===== config.mk =====
export PLATFORM = sky130hd
export DESIGN_NAME = tcar_turns_readout
export DESIGN_NICKNAME = d
export VERILOG_FILES = /design/src/design/tcar_pkg.sv /design/src/design/tcar_parity_word.sv /design/src/design/tcar_turns_readout.sv
export VERILOG_INCLUDE_DIRS = /design/src /design/src/design
export SDC_FILE = /design/constraint.sdc
export NUM_CORES = 1
export LEC_CHECK = 0
export BUFFER_PORTS_ARGS = -buffer_cell sky130_fd_sc_hd__buf_2
export CAP_MARGIN = 40
export CELL_PAD_IN_SITES_DETAIL_PLACEMENT = 0
export CELL_PAD_IN_SITES_GLOBAL_PLACEMENT = 1
export CORE_ASPECT_RATIO = 1.4
export CORE_MARGIN = 2
export CORE_UTILIZATION = 43
export DETAILED_ROUTE_END_ITERATION = 10
export MAX_ROUTING_LAYER = met4
export PLACE_DENSITY_LB_ADDON = 0.3
export SYNTH_ARGS = -nofsm -noshare
export SYNTH_HDL_FRONTEND = slang
export SYNTH_HIERARCHICAL = 1
export SYNTH_SLANG_ARGS = --single-unit

===== constraint.sdc =====
create_clock -name clock -period 11.6 [get_ports clock]
set_input_delay 1.74 -clock clock [delete_from_list [all_inputs] [get_ports clock]]
set_output_delay 1.74 -clock clock [all_outputs]
set_load 0.02 [all_outputs]

===== src/design/tcar_regs.svh =====
// Register offsets, field positions and reset values of the turns and angle readout
`ifndef TCAR_REGS_SVH
`define TCAR_REGS_SVH

`define TCAR_OFF_TURN_COUNT    8'h2C
`define TCAR_OFF_TURN_LOW      8'h2E
`define TCAR_OFF_HYST_ANGLE    8'h30
`define TCAR_OFF_FINE_ANGLE    8'h32
`define TCAR_OFF_CROSS_ANGLE   8'h34

`define TCAR_BIT_ID_HI         15
`define TCAR_BIT_ID_LO         14
`define TCAR_BIT_HELD          14
`define TCAR_BIT_ERROR         14
`define TCAR_BIT_SOURCE        13
`define TCAR_BIT_UNDERVOLT     13
`define TCAR_BIT_PARITY        12

`define TCAR_ID_TURN_COUNT     2'h3
`define TCAR_ID_TURN_LOW       1'h1

`define TCAR_TOTAL_RST         21'h0_0000
`define TCAR_ANGLE_RST         12'h000
`define TCAR_LOW_RST           11'h000
`define TCAR_WORD_RST          16'h0000

`define TCAR_PARITY_WORDS      4
`define TCAR_PW_TURN           0
`define TCAR_PW_LOW            1
`define TCAR_PW_HYST           2
`define TCAR_PW_CROSS          3

`endif


===== src/design/tcar_pkg.sv =====
// Types shared by the turns and angle readout files
package tcar_pkg;
    typedef logic [15:0] tcar_word_t;

    typedef struct packed {
        logic [11:0] pllTurn;
        logic [11:0] crossing;
        logic [11:0] hysteresis;
        logic [14:0] fine;
    } tcar_angles_t;

    typedef struct packed {
        logic [15:0] fault;
        logic [15:0] caution;
        logic [15:0] faultMask;
        logic [15:0] cautionMask;
        logic        analogLow;
        logic        digitalLow;
        logic        analogMask;
        logic        digitalMask;
    } tcar_flags_t;
endpackage


===== src/design/tcar_parity_word.sv =====
// Inserts the odd parity bit into one readout word
`timescale 1ns/1ps
`include "tcar_regs.svh"

module tcar_parity_word
    import tcar_pkg::*;
(
    input  wire tcar_word_t rawWord,
    output tcar_word_t      packedWord
);
    wire tcar_word_t cleared = rawWord & ~(tcar_word_t'(1) << `TCAR_BIT_PARITY);
    wire             oddBit  = ~(^cleared);

    always_comb begin
        packedWord = cleared;
        packedWord[`TCAR_BIT_PARITY] = oddBit;
    end
endmodule // tcar_parity_word


===== src/design/tcar_turns_readout.sv =====
// Multi-turn counter and angle readout registers of the angle sensor
`timescale 1ns/1ps
`include "tcar_regs.svh"

module tcar_turns_readout
    import tcar_pkg::*;
(
    input  wire logic         clock,
    input  wire logic         rst,
    input  wire tcar_angles_t angles,
    input  wire logic         angleUpdate,
    input  wire tcar_flags_t  flags,
    input  wire logic         turnSourceSelect,
    input  wire logic         eighthTurnResolution,
    input  wire logic         overflowClear,
    input  wire logic         readStrobe,
    input  wire logic [7:0]   readAddr,
    output tcar_word_t        readData,
    output logic              readValid,
    output logic              turnOverflowFlag,
    output logic              errorSummaryFlag,
    output logic              undervoltageFlag
);
    logic signed [20:0] turnTotal_reg;
    logic signed [20:0] turnTotal_next;
    logic [11:0]        lastAngle_reg;
    logic               refValid_reg;
    logic [10:0]        lowCapture_reg;
    logic               held_reg;
    logic               overflow_reg;
    tcar_word_t         readData_reg;
    tcar_word_t         readData_next;
    logic               readValid_reg;
    logic [7:0]         lastAddr_reg;

    // Angle that feeds the counter follows the selected path
    wire [11:0] countAngle = turnSourceSelect ? angles.pllTurn : angles.crossing;
    // A wrapped 12-bit difference is the shortest way round the circle
    wire [11:0]        stepRaw  = countAngle - lastAngle_reg;
    wire signed [21:0] stepWide = {{10{stepRaw[11]}}, stepRaw};
    wire signed [21:0] sumWide  = {turnTotal_reg[20], turnTotal_reg} + stepWide;
    wire               sumOvf   = sumWide[21] != sumWide[20];
    wire               doStep   = angleUpdate && refValid_reg;

    wire [11:0] turnField = eighthTurnResolution ? turnTotal_reg[20:9]
                          : {{2{turnTotal_reg[20]}}, turnTotal_reg[20:11]};
    wire [10:0] lowField  = eighthTurnResolution ? {2'b00, turnTotal_reg[8:0]}
                          : turnTotal_reg[10:0];

    wire readTurn  = readStrobe && (readAddr == `TCAR_OFF_TURN_COUNT);
    wire readLow   = readStrobe && (readAddr == `TCAR_OFF_TURN_LOW);
    wire readHyst  = readStrobe && (readAddr == `TCAR_OFF_HYST_ANGLE);
    wire readFine  = readStrobe && (readAddr == `TCAR_OFF_FINE_ANGLE);
    wire readCross = readStrobe && (readAddr == `TCAR_OFF_CROSS_ANGLE);

    wire errNow = |((flags.fault & ~flags.faultMask)
                    | (flags.caution & ~flags.cautionMask));
    wire uvNow  = (flags.analogLow & ~flags.analogMask)
                | (flags.digitalLow & ~flags.digitalMask);

    tcar_word_t rawWords [`TCAR_PARITY_WORDS];
    tcar_word_t parWords [`TCAR_PARITY_WORDS];

    assign rawWords[`TCAR_PW_TURN]  = {`TCAR_ID_TURN_COUNT, turnSourceSelect, 1'b0, turnField};
    assign rawWords[`TCAR_PW_LOW]   = {`TCAR_ID_TURN_LOW, held_reg, 2'b00, 1'b0,
                                       lowCapture_reg};
    assign rawWords[`TCAR_PW_HYST]  = {1'b0, errNow, uvNow, 1'b0, angles.hysteresis};
    assign rawWords[`TCAR_PW_CROSS] = {1'b0, errNow, uvNow, 1'b0, angles.crossing};

    genvar gi;
    generate
        for (gi = 0; gi < `TCAR_PARITY_WORDS; gi++) begin : g_par
            tcar_parity_word u_par (
                .rawWord    (rawWords[gi]),
                .packedWord (parWords[gi])
            );
        end
    endgenerate

    wire tcar_word_t fineWord = {1'b0, angles.fine};

    // Unmapped addresses answer with an all-zero word
    assign readData_next = readTurn  ? parWords[`TCAR_PW_TURN]
                         : readLow   ? parWords[`TCAR_PW_LOW]
                         : readHyst  ? parWords[`TCAR_PW_HYST]
                         : readFine  ? fineWord
                         : readCross ? parWords[`TCAR_PW_CROSS]
                         : `TCAR_WORD_RST;

    // Overflow holds the count at its last legal value instead of wrapping round
    assign turnTotal_next = (doStep && !sumOvf) ? sumWide[20:0] : turnTotal_reg;

    always_ff @(posedge clock) begin
        if (rst) begin
            turnTotal_reg <= `TCAR_TOTAL_RST;
            lastAngle_reg <= `TCAR_ANGLE_RST;
            refValid_reg  <= 1'b0;
        end else begin
            turnTotal_reg <= turnTotal_next;
            if (angleUpdate) begin
                lastAngle_reg <= countAngle;
                refValid_reg  <= 1'b1;
            end
        end
    end

    always_ff @(posedge clock) begin
        if (rst) begin
            lowCapture_reg <= `TCAR_LOW_RST;
            held_reg       <= 1'b0;
        end else if (readTurn) begin
            lowCapture_reg <= lowField;
            held_reg       <= 1'b1;
        end else if (readLow) begin
            held_reg       <= 1'b0;
        end
    end

    // A new overflow wins over a clear in the same cycle
    always_ff @(posedge clock) begin
        if (rst) begin
            overflow_reg <= 1'b0;
        end else if (doStep && sumOvf) begin
            overflow_reg <= 1'b1;
        end else if (overflowClear) begin
            overflow_reg <= 1'b0;
        end
    end

    always_ff @(posedge clock) begin
        if (rst) begin
            readData_reg  <= `TCAR_WORD_RST;
            readValid_reg <= 1'b0;
            lastAddr_reg  <= `TCAR_OFF_TURN_COUNT;
        end else begin
            readData_reg  <= readData_next;
            readValid_reg <= readStrobe;
            lastAddr_reg  <= readAddr;
        end
    end

    assign readData         = readData_reg;
    assign readValid        = readValid_reg;
    assign turnOverflowFlag = overflow_reg;
    assign errorSummaryFlag = errNow;
    assign undervoltageFlag = uvNow;

    wire lastTurn  = readValid_reg && (lastAddr_reg == `TCAR_OFF_TURN_COUNT);
    wire lastLow   = readValid_reg && (lastAddr_reg == `TCAR_OFF_TURN_LOW);
    wire lastFine  = readValid_reg && (lastAddr_reg == `TCAR_OFF_FINE_ANGLE);
    wire lastAngle = readValid_reg && ((lastAddr_reg == `TCAR_OFF_HYST_ANGLE)
                                    || (lastAddr_reg == `TCAR_OFF_CROSS_ANGLE));

    AST_ID_BITS: assert property (@(posedge clock) disable iff (rst)
        (lastTurn |-> readData[15:14] == 2'b11) and (lastLow |-> readData[15]))
        else $error("turn word identifier bits wrong");

    AST_OVERFLOW_SET: assert property (@(posedge clock) disable iff (rst)
        (doStep && sumOvf) |=> turnOverflowFlag && $stable(turnTotal_reg))
        else $error("overflow not flagged or count moved");

    AST_ODD_PARITY: assert property (@(posedge clock) disable iff (rst)
        (lastTurn || lastLow || lastAngle) |-> ^readData)
        else $error("readout word parity not odd");

    AST_START_ZERO: assert property (@(posedge clock)
        $fell(rst) |-> turnTotal_reg == 21'sd0)
        else $error("turn total not zero after reset");

    AST_EIGHTH_FIELD: assert property (@(posedge clock) disable iff (rst)
        (readTurn && eighthTurnResolution) |=> readData[11:0] == $past(turnTotal_reg[20:9]))
        else $error("eighth mode turn field wrong");

    AST_HALF_FIELD: assert property (@(posedge clock) disable iff (rst)
        (readTurn && !eighthTurnResolution)
        |=> readData[11:0] == {{2{$past(turnTotal_reg[20])}}, $past(turnTotal_reg[20:11])})
        else $error("half mode turn field wrong");

    AST_CAPTURE: assert property (@(posedge clock) disable iff (rst)
        readTurn ##1 (readStrobe && readAddr == `TCAR_OFF_TURN_LOW)
        |=> readData[10:0] == $past(lowField, 2) && readData[14])
        else $error("low bits not captured with turn count");

    AST_HELD_CLEAR: assert property (@(posedge clock) disable iff (rst)
        (readLow && !readTurn) |=> ##1 !held_reg || $past(readTurn))
        else $error("held bit did not clear after low read");

    AST_LOW_WIDTH: assert property (@(posedge clock) disable iff (rst)
        (readTurn && eighthTurnResolution) |=> lowCapture_reg[10:9] == 2'b00)
        else $error("eighth mode low field too wide");

    AST_FLAG_BITS: assert property (@(posedge clock) disable iff (rst)
        readHyst |=> readData[14] == $past(errNow) && readData[13] == $past(uvNow))
        else $error("angle word flag bits wrong");

    AST_FINE_TOP: assert property (@(posedge clock) disable iff (rst)
        lastFine |-> !readData[15])
        else $error("fine angle top bit set");

    AST_SOURCE_BIT: assert property (@(posedge clock) disable iff (rst)
        readTurn |=> readData[13] == $past(turnSourceSelect))
        else $error("turn source bit wrong");

    AST_HOLD_LOW: assert property (@(posedge clock) disable iff (rst)
        !readTurn |=> $stable(lowCapture_reg))
        else $error("captured low bits changed without turn read");

    // Reset must leave every visible state at its idle value
    AST_RESET_CLEAR: assert property (@(posedge clock)
        rst |=> readData == 16'h0000 && !readValid && !turnOverflowFlag && !held_reg)
        else $error("state not cleared by reset");

    // First sample after reset only sets the reference, so it must not count
    AST_REF_FIRST: assert property (@(posedge clock) disable iff (rst)
        (angleUpdate && !refValid_reg) |=> $stable(turnTotal_reg))
        else $error("first angle sample moved the turn total");

    AST_STEP_ADD: assert property (@(posedge clock) disable iff (rst)
        (doStep && !sumOvf) |=> turnTotal_reg == $past(turnTotal_reg) + $past(stepWide[20:0]))
        else $error("turn total did not add the angle step");

    AST_STEP_ONLY: assert property (@(posedge clock) disable iff (rst)
        !doStep |=> $stable(turnTotal_reg))
        else $error("turn total moved without an angle update");

    AST_OVERFLOW_STICKY: assert property (@(posedge clock) disable iff (rst)
        (turnOverflowFlag && !overflowClear) |=> turnOverflowFlag)
        else $error("overflow flag dropped without a clear");

    AST_OVERFLOW_CLEAR: assert property (@(posedge clock) disable iff (rst)
        (overflowClear && !(doStep && sumOvf)) |=> !turnOverflowFlag)
        else $error("overflow flag not cleared");

    // Holding the last legal value keeps the total inside the signed range instead of wrapping
    AST_NO_WRAP: assert property (@(posedge clock) disable iff (rst)
        (doStep && sumOvf) |=> turnTotal_reg == $past(turnTotal_reg))
        else $error("turn total wrapped on overflow");

    AST_HELD_SET: assert property (@(posedge clock) disable iff (rst)
        readTurn |=> held_reg)
        else $error("held bit not set by turn count read");

    AST_HELD_DROP: assert property (@(posedge clock) disable iff (rst)
        (readLow && !readTurn) |=> !held_reg)
        else $error("held bit not cleared by low read");

    AST_TURN_ANSWER: assert property (@(posedge clock) disable iff (rst)
        readTurn |=> lastTurn)
        else $error("turn count read not answered next cycle");

    AST_LOW_HALF: assert property (@(posedge clock) disable iff (rst)
        (readTurn && !eighthTurnResolution) |=> lowCapture_reg == $past(turnTotal_reg[10:0]))
        else $error("half mode low field wrong");

    AST_LOW_EIGHTH: assert property (@(posedge clock) disable iff (rst)
        (readTurn && eighthTurnResolution) |=> lowCapture_reg[8:0] == $past(turnTotal_reg[8:0]))
        else $error("eighth mode low field wrong");

    // Flag checks work group by group (fault, caution, undervoltage) so they do not repeat the reduction above
    AST_FAULT_FLAG: assert property (@(posedge clock) disable iff (rst)
        ((flags.fault & ~flags.faultMask) != 16'h0000) |-> errorSummaryFlag)
        else $error("unmasked fault not summarised");

    AST_CAUTION_FLAG: assert property (@(posedge clock) disable iff (rst)
        ((flags.caution & ~flags.cautionMask) != 16'h0000) |-> errorSummaryFlag)
        else $error("unmasked caution not summarised");

    AST_UV_FLAG: assert property (@(posedge clock) disable iff (rst)
        ((flags.analogLow && !flags.analogMask) || (flags.digitalLow && !flags.digitalMask))
        == undervoltageFlag)
        else $error("undervoltage flag wrong");

    AST_CROSS_FLAGS: assert property (@(posedge clock) disable iff (rst)
        readCross |=> readData[14] == $past(errNow) && readData[13] == $past(uvNow))
        else $error("crossing word flag bits wrong");

    AST_HYST_FIELD: assert property (@(posedge clock) disable iff (rst)
        readHyst |=> readData[11:0] == $past(angles.hysteresis) && !readData[15])
        else $error("hysteresis angle word wrong");

    AST_FINE_FIELD: assert property (@(posedge clock) disable iff (rst)
        readFine |=> readData[14:0] == $past(angles.fine))
        else $error("fine angle word wrong");

    AST_CROSS_FIELD: assert property (@(posedge clock) disable iff (rst)
        readCross |=> readData[11:0] == $past(angles.crossing) && !readData[15])
        else $error("crossing angle word wrong");

    // Reference must follow whichever path the source bit selects
    AST_SOURCE_PLL: assert property (@(posedge clock) disable iff (rst)
        (angleUpdate && turnSourceSelect) |=> lastAngle_reg == $past(angles.pllTurn))
        else $error("counter not fed from locked path");

    AST_SOURCE_CROSS: assert property (@(posedge clock) disable iff (rst)
        (angleUpdate && !turnSourceSelect) |=> lastAngle_reg == $past(angles.crossing))
        else $error("counter not fed from crossing path");
endmodule // tcar_turns_readout

==> results of run 1 <==
## synth_stat cells (15+ instances only)
| library cell | n | area [µm²] |
|---|---|---|
| nor2_1 | 64 | 240 |
| inv_1 | 55 | 206 |
| clkbuf_1 | 18 | 67.6 |
| a21oi_1 | 38 | 190 |
| dfxtp_1 | 64 | 1280 |
| o22ai_1 | 15 | 93.8 |
| nand2_1 | 58 | 218 |
| o21ai_0 | 28 | 140 |
| buf_4 | 64 | 480 |
| a22oi_1 | 16 | 120 |
| mux2i_1 | 42 | 420 |
| xnor2_1 | 44 | 385 |
| ha_1 | 35 | 438 |
| mux2_2 | 36 | 405 |
## worst max-delay path: stages
cell      delay (ns)
buf_2           0.32
mux2_2          0.42
ha_1            0.28
nor2b_1         0.12
o21ai_0         0.23
a21oi_1         0.14
o211ai_1        0.22
a21boi_0        0.15
nor3_1          0.21
nor3_1          0.10
nor3b_1         0.28
buf_4           0.24
ha_1            0.30
a21o_1          0.22
o21bai_1        0.25
a311oi_1        0.55
a21o_1          0.24
a211o_2         0.17
nand3_4         0.31
o41ai_1         0.44
## final timing paths
kind | to | slack (ns) | depth (start not counted)
setup / recovery | turnTotal_reg[19] | 4.87 | 20
hold / removal | lowCapture_reg[3] | 0.48 | 2
setup reg to reg | turnTotal_reg[19] | 6.64 | 19
hold reg to reg | lowCapture_reg[3] | 0.48 | 2
## routing by layer
layer  part of all wire, %  vias up  track usage [%]
li1                      -     2593                -
met2                    52      171             41.5
met4                   4.9        0             12.7
met5                     0        -                -
met3                   5.1       39             3.08
met1                    38     2323             23.7
## metrics by stage
| step | setup slack [ns] | area [µm²] | hold WS [ns] | total power (W) |
|---|---|---|---|---|
| global route | 4.45 | 6740 | 0.503 | 0.000987 |
| global placement | 4.60 | 6410 | 0.465 | 0.000632 |
| CTS | 4.84 | 6740 | 0.487 | 0.000932 |
| floorplan | 4.89 | 5980 | 0.449 | 0.000577 |
| detailed placement | 4.54 | 6410 | 0.478 | 0.000639 |
| finish | 4.87 | 6740 | 0.483 | 0.000928 |
## power groups by stage
stage          clock network [W]  logic, W  registers [W]
2_1_floorplan                  0  0.000328       0.000249
3_3_place_gp                   0  0.000379       0.000253
3_5_place_dp                   0  0.000385       0.000254
4_1_cts                 0.000296  0.000387       0.000249
5_1_grt                 0.000306  0.000429       0.000251
6_report                0.000291  0.000387       0.000249
## final cells by class
class | count | area, µm²
fillers | 1330 | 6710
multi-input cells | 520 | 3900
flip-flops and latches | 64 | 1280
repair buffers | 158 | 803
clock buffers | 11 | 243
well taps | 182 | 228
inverters | 55 | 206
clock inverters | 5 | 80.1
## cell families (layout without fill, tap and decap cells)
logic type	after synthesis	in the layout	share of synthesized area [%]
buf+inv	142	229	13.6
simple gates	171	171	13.3
compound gates	152	152	16.7
fa+ha+maj	37	37	8.05
mux	78	78	13.9
xor+xnor	68	68	12.8
other cells	2	14	0.126
flops	64	64	21.6
==> flow_summary_export.csv, run 1 <==
group,metric,value,unit
outcome,status,"finished clean",
power,leakage,3.30,nW
timing,final-hold-violation-count,0,
power,power.density,138,nW/µm²
clocking,cts_setup_buffers,0,
cells_and_area,drive_gt1_share,27.4,%
floorplan,row_count,50,
placement,place_congestion,0.882,
worst_setup_path,worstSetupStartpoint,"turnSourceSelect",
timing,skew,0.00687,ns
global_route,grt_overflow,0,
synth,syn_area,5940,µm²
cells_and_area,largest_reg_flops,21,
detailed_routing,wl_per_cell,16.8,µm
power,ir_drop,0.0737,mV
synth,syn_avg_cell_area,8.32,µm²
timing,clock.fmax,0.149,GHz
power,p_sw,0.000317,W
cells_and_area,nets,979,
placement,dp_hpwl,13700,µm
worst_setup_path,rr_startpoint,"lastAngle_reg[1]",
floorplan,design.die.area,14800,µm²
floorplan,die_w,103,µm
global_route,grt_max_degree,66,
floorplan,start_util,44.1,%
clocking,cts.htree.levels,3,
synth,synth_cells,714,
synth,ys.flop_type,"dfxtp_1",
floorplan,core_area,13500,µm²
global_route,grt_pass1_wl,25100,µm
floorplan,die_h,143,µm
clocking,path_clk_slew,0.05,ns
power,clkPwrFrac,31.4,%
timing,finalCritPeriodShare,58.0,%
detailed_routing,drc,0,
hold_path,hp-start,"lowCapture_reg[3]",
clocking,clock_latency,0.33,ns
worst_setup_path,cp_max_fo,26,
placement,place_inst,979,
synth,yosysUniqueCellTypes,66,
clocking,root_buffer,"clkbuf_16",
detailed_routing,first_pass_iters,6,
clocking,cts_sinks,64,
worst_setup_path,end_kind,"flop",
synth,yosysSeqAreaShare,21.6,%
power,pwr-share-comb,41.7,%
synth,async_reset_ff_share,0,%
detailed_routing,wl,16700,µm
clocking,cts_tree,"built",
floorplan,ios,154,
global_route,antenna_found_initial,0,
worst_setup_path,crit_required,11.82,ns
power,internal-power,0.000611,W
clocking,postCtsHoldBufs,0,
clocking,cts_made_buffers,9,
timing,drv_slew,0,
synth,synth_seq_cells,64,
worst_setup_path,cp.arrival,6.95,ns
timing,maxSlewHeadroom,44.1,%
clocking,clock_path_buffers,2,
cells_and_area,final_common_cell,"buf_2",
cells_and_area,antenna_cells,0,
timing,setup_viol,0,
worst_setup_path,start_kind,"input pin",
synth,yosysWarnings,6,
power,p_sw_share,34.1,%
detailed_routing,first_iter_violations,203,
placement,io_buffer_count,153,
job,drv_cap,0,
cells_and_area,fin_util,50.1,%
detailed_routing,viasPerCell,5.15,
timing,rsz0062_at_grt,"no",
hold_path,hp-class,"reg -> reg",
worst_setup_path,critPathKind,"in -> reg",
synth,synth_edf_count,0,
global_route,grt_usage,23.1,%
global_route,grt_pass1_vias,4993,
timing,setup_tns,0,ns
cells_and_area,area_delta_synth_final,13.5,%
detailed_routing,num_vias,5126,
timing,period_needed,6.73,ns
cells_and_area,fin_cells,995,
power,power_frac_seq,26.9,%
detailed_routing,ant_nets,0,
cells_and_area,final_cell_mix,"153 x buf_2, 64 x nor2_1, 64 x dfxtp_1",
clocking,post_cts_resized,0,
timing,tightest_slew,0.837,ns
Note: power is estimated with default switching activity, not from simulation.
==> run 2, diff against run 1 <==
--- a/config.mk
+++ b/config.mk
@@ -6,13 +6,14 @@
 export SDC_FILE = /design/constraint.sdc
 export NUM_CORES = 1
 export LEC_CHECK = 0
+export ABC_AREA = 1
 export BUFFER_PORTS_ARGS = -buffer_cell sky130_fd_sc_hd__buf_2
 export CAP_MARGIN = 40
 export CELL_PAD_IN_SITES_DETAIL_PLACEMENT = 0
 export CELL_PAD_IN_SITES_GLOBAL_PLACEMENT = 1
 export CORE_ASPECT_RATIO = 1.4
 export CORE_MARGIN = 2
-export CORE_UTILIZATION = 43
+export CORE_UTILIZATION = 38
 export DETAILED_ROUTE_END_ITERATION = 10
 export MAX_ROUTING_LAYER = met4
 export PLACE_DENSITY_LB_ADDON = 0.3
==> constraint.sdc (replaced) <==
create_clock -name clock -period 6.6 [get_ports clock]
set_input_delay 0.99 -clock clock [delete_from_list [all_inputs] [get_ports clock]]
set_output_delay 0.99 -clock clock [all_outputs]
set_load 0.02 [all_outputs]
==> flow_summary_export.csv, run 2 <==
group,metric,value,unit
worst_setup_path,critPathKind,"in -> reg",
worst_setup_path,cp_max_fo,41,
synth,yosysSeqAreaShare,17.0,%
floorplan,die_w,123,µm
synth,synth_seq_cells,64,
detailed_routing,ant_nets,0,
floorplan,design.die.area,21000,µm²
cells_and_area,drive_gt1_share,17.3,%
synth,syn_area,7550,µm²
timing,final.setup.worst_slack,1.87,ns
timing,setup_viol,0,
clocking,clock_latency,0.33,ns
timing,skew,0.00963,ns
synth,synth_top_area_share,23.6,%
floorplan,row_count,61,
clocking,cts_setup_buffers,0,
worst_setup_path,crit_chain,"buf_2 -> mux2_2 -> ha_1 -> a21oi_1 -> o21ai_0 -> nand2_1 -> o2111ai_1 -> xor2_1 -> buf_4 -> ha_1 -> nand2_1 -> nor2_1 -> nand2_1 -> nor2_1 -> nand2_1 -> nand3_1 -> nand2_2 -> nand2_4 -> nand3_1 -> nand2_1 -> nor2_1",
clocking,path_clk_slew,0.06,ns
synth,yosysUniqueCellTypes,43,
global_route,grt_max_degree,44,
job,drv_cap,0,
timing,period_needed,4.73,ns
timing,rsz0062_at_grt,"no",
synth,synthTopCellsByCount,"474 x nand2_1, 214 x inv_1, 110 x nor2_1, 89 x nand3_1, 66 x buf_4",
clocking,cts_made_buffers,9,
timing,setup_tns,0,ns
worst_setup_path,end_kind,"flop",
synth,synth_most_common_cell,"nand2_1",
timing,tightest_slew,0.896,ns
timing,maxSlewHeadroom,40.3,%
global_route,grt_pass1_vias,7369,
synth,synth_edf_count,0,
global_route,grt_pass1_wl,35400,µm
detailed_routing,num_vias,7926,
global_route,grt_usage,22.0,%
cells_and_area,multi_input_area,4880,µm²
detailed_routing,wl,22100,µm
synth,yosys-top-cells-area,"nand2_1 24%, dfxtp_1 17%, inv_1 11%",
timing,drv_slew,0,
worst_setup_path,crit_required,6.82,ns
synth,syn_avg_cell_area,5.60,µm²
power,power.density,222,nW/µm²
synth,ys.flop_type,"dfxtp_1",
synth,yosysTopAreaCell,"nand2_1",
worst_setup_path,start_kind,"input pin",
worst_setup_path,cpPeakStageDelay,0.43,ns
detailed_routing,drc,0,
cells_and_area,fill_cells,2190,
cells_and_area,largest_reg_flops,21,
placement,dp_hpwl,18400,µm
timing,final-hold-violation-count,0,
hold_path,hp-class,"reg -> reg",
clocking,postCtsHoldBufs,0,
worst_setup_path,crit_buf_inv,2,
clocking,post_cts_resized,0,
detailed_routing,wl_per_cell,13.0,µm
power,leakage,4.76,nW
detailed_routing,first_iter_violations,534,
placement,io_buffer_count,153,
cells_and_area,area_delta_synth_final,12.4,%
cells_and_area,final_common_cell,"nand2_1",
floorplan,start_util,38.3,%
outcome,status,"finished clean",
timing,clock.fmax,0.211,GHz
timing,whs,0.463,ns
clocking,root_buffer,"clkbuf_16",
floorplan,core_area,19700,µm²
placement,place_congestion,0.878,
synth,async_reset_ff_share,0,%
worst_setup_path,cp_top_family,"simple AND/OR/NAND/NOR gates",
clocking,clock_path_buffers,2,
floorplan,ios,154,
cells_and_area,final_cell_mix,"474 x nand2_1, 214 x inv_1, 153 x buf_2",
synth,synth_cells,1348,
detailed_routing,first_pass_iters,5,
worst_setup_path,cp_common_cell,"nand2_1",
worst_setup_path,slowest_stage,"mux2_2",
detailed_routing,viasPerCell,4.64,
clocking,cts_tree,"built",
clocking,cts_sinks,64,
clocking,cts.htree.levels,3,
cells_and_area,antenna_cells,0,
global_route,grt_overflow,0,
power,ir_drop,0.126,mV
cells_and_area,nets,1622,
timing,finalCritPeriodShare,71.7,%
worst_setup_path,cp.arrival,4.95,ns
synth,yosysWarnings,6,
cells_and_area,fin_util,43.1,%
floorplan,die_h,171,µm
placement,pre_cts_slack,1.55,ns
cells_and_area,register_area,1280,µm²
global_route,antenna_found_initial,0,
==> run 2: changes by cell type after synthesis, sizes merged, moves of 25 or more <==
| cell | previous run | this run |
|---|---|---|
| mux2 | 36 | 11 |
| xnor2 | 44 | 7 |
| nor2 | 64 | 118 |
| nand3 | 9 | 101 |
| mux2i | 42 | 1 |
| inv | 55 | 224 |
| a21oi | 39 | 64 |
| nand2 | 58 | 505 |
==> run 2: area by class of cell <==
class,count,share of cell area [%]
multi-input combinational,990,57.6
sequential,64,15.1
inverter,226,10.0
timing repair buffer,160,9.64
tap,252,3.72
clock buffer,10,2.70
clock inverter,6,1.27
==> run 2: where the power goes <==
group,internal [W],total [W],leakage (nW),switching (W)
combinational,0.000319,0.000899,4.08,0.000581
clock,0.000368,0.000547,0.162,0.000179
sequential,0.000412,0.000435,0.522,0.0000236
total,0.00110,0.00188,4.76,0.000784
==> run 2: worst paths after layout <==
kind | to | from | cells past startpoint | slack (ns)
setup / recovery | turnTotal_reg[11] | turnSourceSelect | 21 | 1.87
hold / removal | turnOverflowFlag | turnOverflowFlag | 2 | 0.46
setup reg to reg | turnTotal_reg[11] | lastAngle_reg[4] | 20 | 2.99
hold reg to reg | turnOverflowFlag | turnOverflowFlag | 2 | 0.46
==> run 2: worst register-to-register path, cell delays in order (launching register included) <==
cell and delay [ns]:
dfxtp_1 0.31, inv_1 0.06, ha_1 0.30, a21oi_1 0.24
o21ai_0 0.17, nand2_1 0.09, o2111ai_1 0.12, xor2_1 0.16
buf_4 0.20, ha_1 0.43, nand2_1 0.10, nor2_1 0.16
nand2_1 0.09, nor2_1 0.10, nand2_1 0.09, nand3_1 0.13
nand2_2 0.09, nand2_4 0.37, nand3_1 0.15, nand2_1 0.09
nor2_1 0.04
==> run 2: metrics by stage <==
step / cells / area, µm² / power, W
floorplan: 1374 / 7650 / 0.00118
global placement: 1691 / 8140 / 0.00134
detailed placement: 1692 / 8150 / 0.00134
CTS: 1708 / 8480 / 0.00190
global route: 1708 / 8480 / 0.00205
finish: 1708 / 8480 / 0.00188
==> run 2: metal layers <==
layer  vias to the layer above  global-route usage (%)  share of wire (%)
met5                         -                       -                  0
met4                         0                    6.47                2.2
met3                        27                    2.33                3.8
met2                       158                    40.6                 51
met1                      3452                    24.6                 43
li1                       4289                       -                  -
==> run 2: kinds of logic after synthesis <==
logic type | Yosys count | synth area share, %
AND/OR/NAND/NOR | 758 | 43.1
buffers and inverters | 320 | 19.7
AO/OA/AOI/OAI | 135 | 9.65
flip-flops | 64 | 17.0
adder cells (fa/ha/maj) | 37 | 6.33
XOR/XNOR | 20 | 2.32
multiplexers | 12 | 1.77
other | 2 | 0.0995
==> run 3, diff against run 2 <==
==> constraint.sdc (replaced) <==
create_clock -name clock -period 4.8 [get_ports clock]
set_input_delay 0.72 -clock clock [delete_from_list [all_inputs] [get_ports clock]]
set_output_delay 0.72 -clock clock [all_outputs]
set_load 0.02 [all_outputs]
==> flow_summary_export.csv, run 3 (synthesis results as in run 2) <==
group,metric,value,unit
outcome,status,"finished clean",
detailed_routing,drc,0,
power,leakage,4.79,nW
worst_setup_path,rr_startpoint,"lastAngle_reg[3]",
timing,finalCritPeriodShare,88.9,%
clocking,cts_setup_buffers,0,
floorplan,ios,154,
detailed_routing,first_pass_iters,5,
placement,place_congestion,0.951,
cells_and_area,final_cell_mix,"474 x nand2_1, 214 x inv_1, 153 x buf_2",
timing,tightest_slew,0.866,ns
detailed_routing,wl_per_cell,13.2,µm
timing,setup_viol,0,
worst_setup_path,start_kind,"input pin",
worst_setup_path,reg2reg_slack,1.31,ns
worst_setup_path,cp_max_fo,13,
floorplan,start_util,38.3,%
detailed_routing,ant_nets,0,
timing,whs,0.469,ns
clocking,cts_tree,"built",
timing,maxSlewHeadroom,42.2,%
global_route,grt_overflow,0,
power,power.density,300,nW/µm²
floorplan,die_h,171,µm
global_route,grt_usage,22.4,%
timing,final.setup.worst_slack,0.533,ns
clocking,path_clk_slew,0.06,ns
power,ir_drop,0.161,mV
floorplan,core_area,19700,µm²
global_route,grt_max_degree,32,
detailed_routing,viasPerCell,4.68,
timing,final-hold-violation-count,0,
clocking,cts_made_buffers,9,
worst_setup_path,end_kind,"flop",
floorplan,die_w,123,µm
placement,dp_hpwl,18800,µm
clocking,cts_sinks,64,
clocking,root_buffer,"clkbuf_16",
timing,period_needed,4.27,ns
cells_and_area,nets,1630,
worst_setup_path,worstSetupStartpoint,"turnSourceSelect",
global_route,grt_pass1_wl,36300,µm
clocking,clock_path_buffers,2,
cells_and_area,largest_reg_flops,21,
detailed_routing,num_vias,8039,
hold_path,whs_path_depth,2,
clocking,postCtsHoldBufs,0,
detailed_routing,wl,22700,µm
global_route,grt_pass1_vias,7700,
detailed_routing,first_iter_violations,430,
timing,setup_tns,0,ns
detailed_routing,topRoutingLayerUsed,"met4",
worst_setup_path,cp.arrival,4.49,ns
cells_and_area,final_common_cell,"nand2_1",
hold_path,hold_end,"turnOverflowFlag",
detailed_routing,drt-met1-wl,9430,µm
worst_setup_path,r2r_cells,25,
placement,io_buffer_count,153,
worst_setup_path,crit_required,5.03,ns
cells_and_area,area_delta_synth_final,13.1,%
timing,skew,0.00939,ns
hold_path,hp-start,"turnOverflowFlag",
floorplan,row_count,61,
clocking,cts.htree.levels,3,
placement,pre_cts_slack,0.266,ns
timing,clock.fmax,0.234,GHz
job,drv_cap,0,
floorplan,design.die.area,21000,µm²
worst_setup_path,critPathKind,"in -> reg",
detailed_routing,met2WireLength,11500,µm
timing,drv_slew,0,
clocking,post_cts_resized,0,
clocking,clock_latency,0.33,ns
hold_path,hp-class,"reg -> reg",
global_route,antenna_found_initial,1,
worst_setup_path,r2r-end,"turnTotal_reg[14]",
timing,rsz0062_at_grt,"no",
detailed_routing,dr_wl_met3,1040,µm
cells_and_area,drive_gt1_share,17.8,%
-- run 3: cell types whose count changed in the layout (fill, tap and decap cells not counted), sizes merged --
| cell | delta |
|---|---|
| buf | +8 |
| bufinv | -2 |
| clkbuf | -1 |
| clkinvlp | +2 |
| diode | +1 |
| inv | +1 |
-- run 3: layer usage --
| metal | vias to the layer above | GRT usage, % |
|---|---|---|
| li1 | 4309 | - |
| met1 | 3484 | 24.5 |
| met2 | 206 | 40.6 |
| met3 | 40 | 2.07 |
| met4 | 0 | 9.73 |
| met5 | - | - |
-- run 3: worst max-delay path, stage by stage --
cell and delay [ns]:
buf_2 0.33, mux2_2 0.40, ha_1 0.36, a21oi_1 0.19, o21ai_0 0.17, a21oi_1 0.24, nor2_1 0.08, nor2_1 0.14
xor2_1 0.16, inv_1 0.08, ha_1 0.35, nand2_2 0.15, inv_1 0.05, nand2_1 0.07, nand2_2 0.06, nand2_1 0.08
nand2_2 0.07, nand2_2 0.07, nand3_2 0.10, inv_2 0.09, nand2_4 0.05, nand2_4 0.10, buf_4 0.18, nand3_1 0.08
nand2_1 0.06, nor2_1 0.04
-- run 3: worst max path at each step --
stage | slack [ns] | endpoint | cells after the start
floorplan | 0.46 | turnTotal_reg[10] | 22
global placement | 0.26 | turnTotal_reg[0] | 23
detailed placement | 0.27 | turnTotal_reg[14] | 26
CTS | 0.61 | turnTotal_reg[14] | 26
global route | 0.1 | turnTotal_reg[0] | 26
finish | 0.53 | turnTotal_reg[14] | 26
-- run 3: layout make-up --
cell class,count,area (µm²)
Fill cell,2251,11200
Tap cell,252,315
Sequential cell,64,1280
Timing Repair Buffer,168,911
Inverter,226,848
Clock inverter,7,71.3
Antenna cell,1,2.50
Clock buffer,9,225
Multi-Input combinational cell,990,4880
-- run 3: report_power, final --
group          switching (W)  total (W)  internal [W]  leakage (nW)
logic               0.000820    0.00130      0.000485          4.13
clock network       0.000258   0.000659      0.000402         0.138
registers          0.0000338   0.000600      0.000566         0.522
-- run 3: per-stage QoR --
stage | total power (W) | util, % | instance area [µm²] | std cells
2_1_floorplan | 0.00162 | - | 7650 | 1374
3_3_place_gp | 0.00190 | 41.7 | 8210 | 1698
3_5_place_dp | 0.00191 | 41.8 | 8240 | 1700
4_1_cts | 0.00258 | 43.4 | 8540 | 1716
5_1_grt | 0.00278 | 43.4 | 8540 | 1717
6_report | 0.00256 | 43.4 | 8540 | 1717
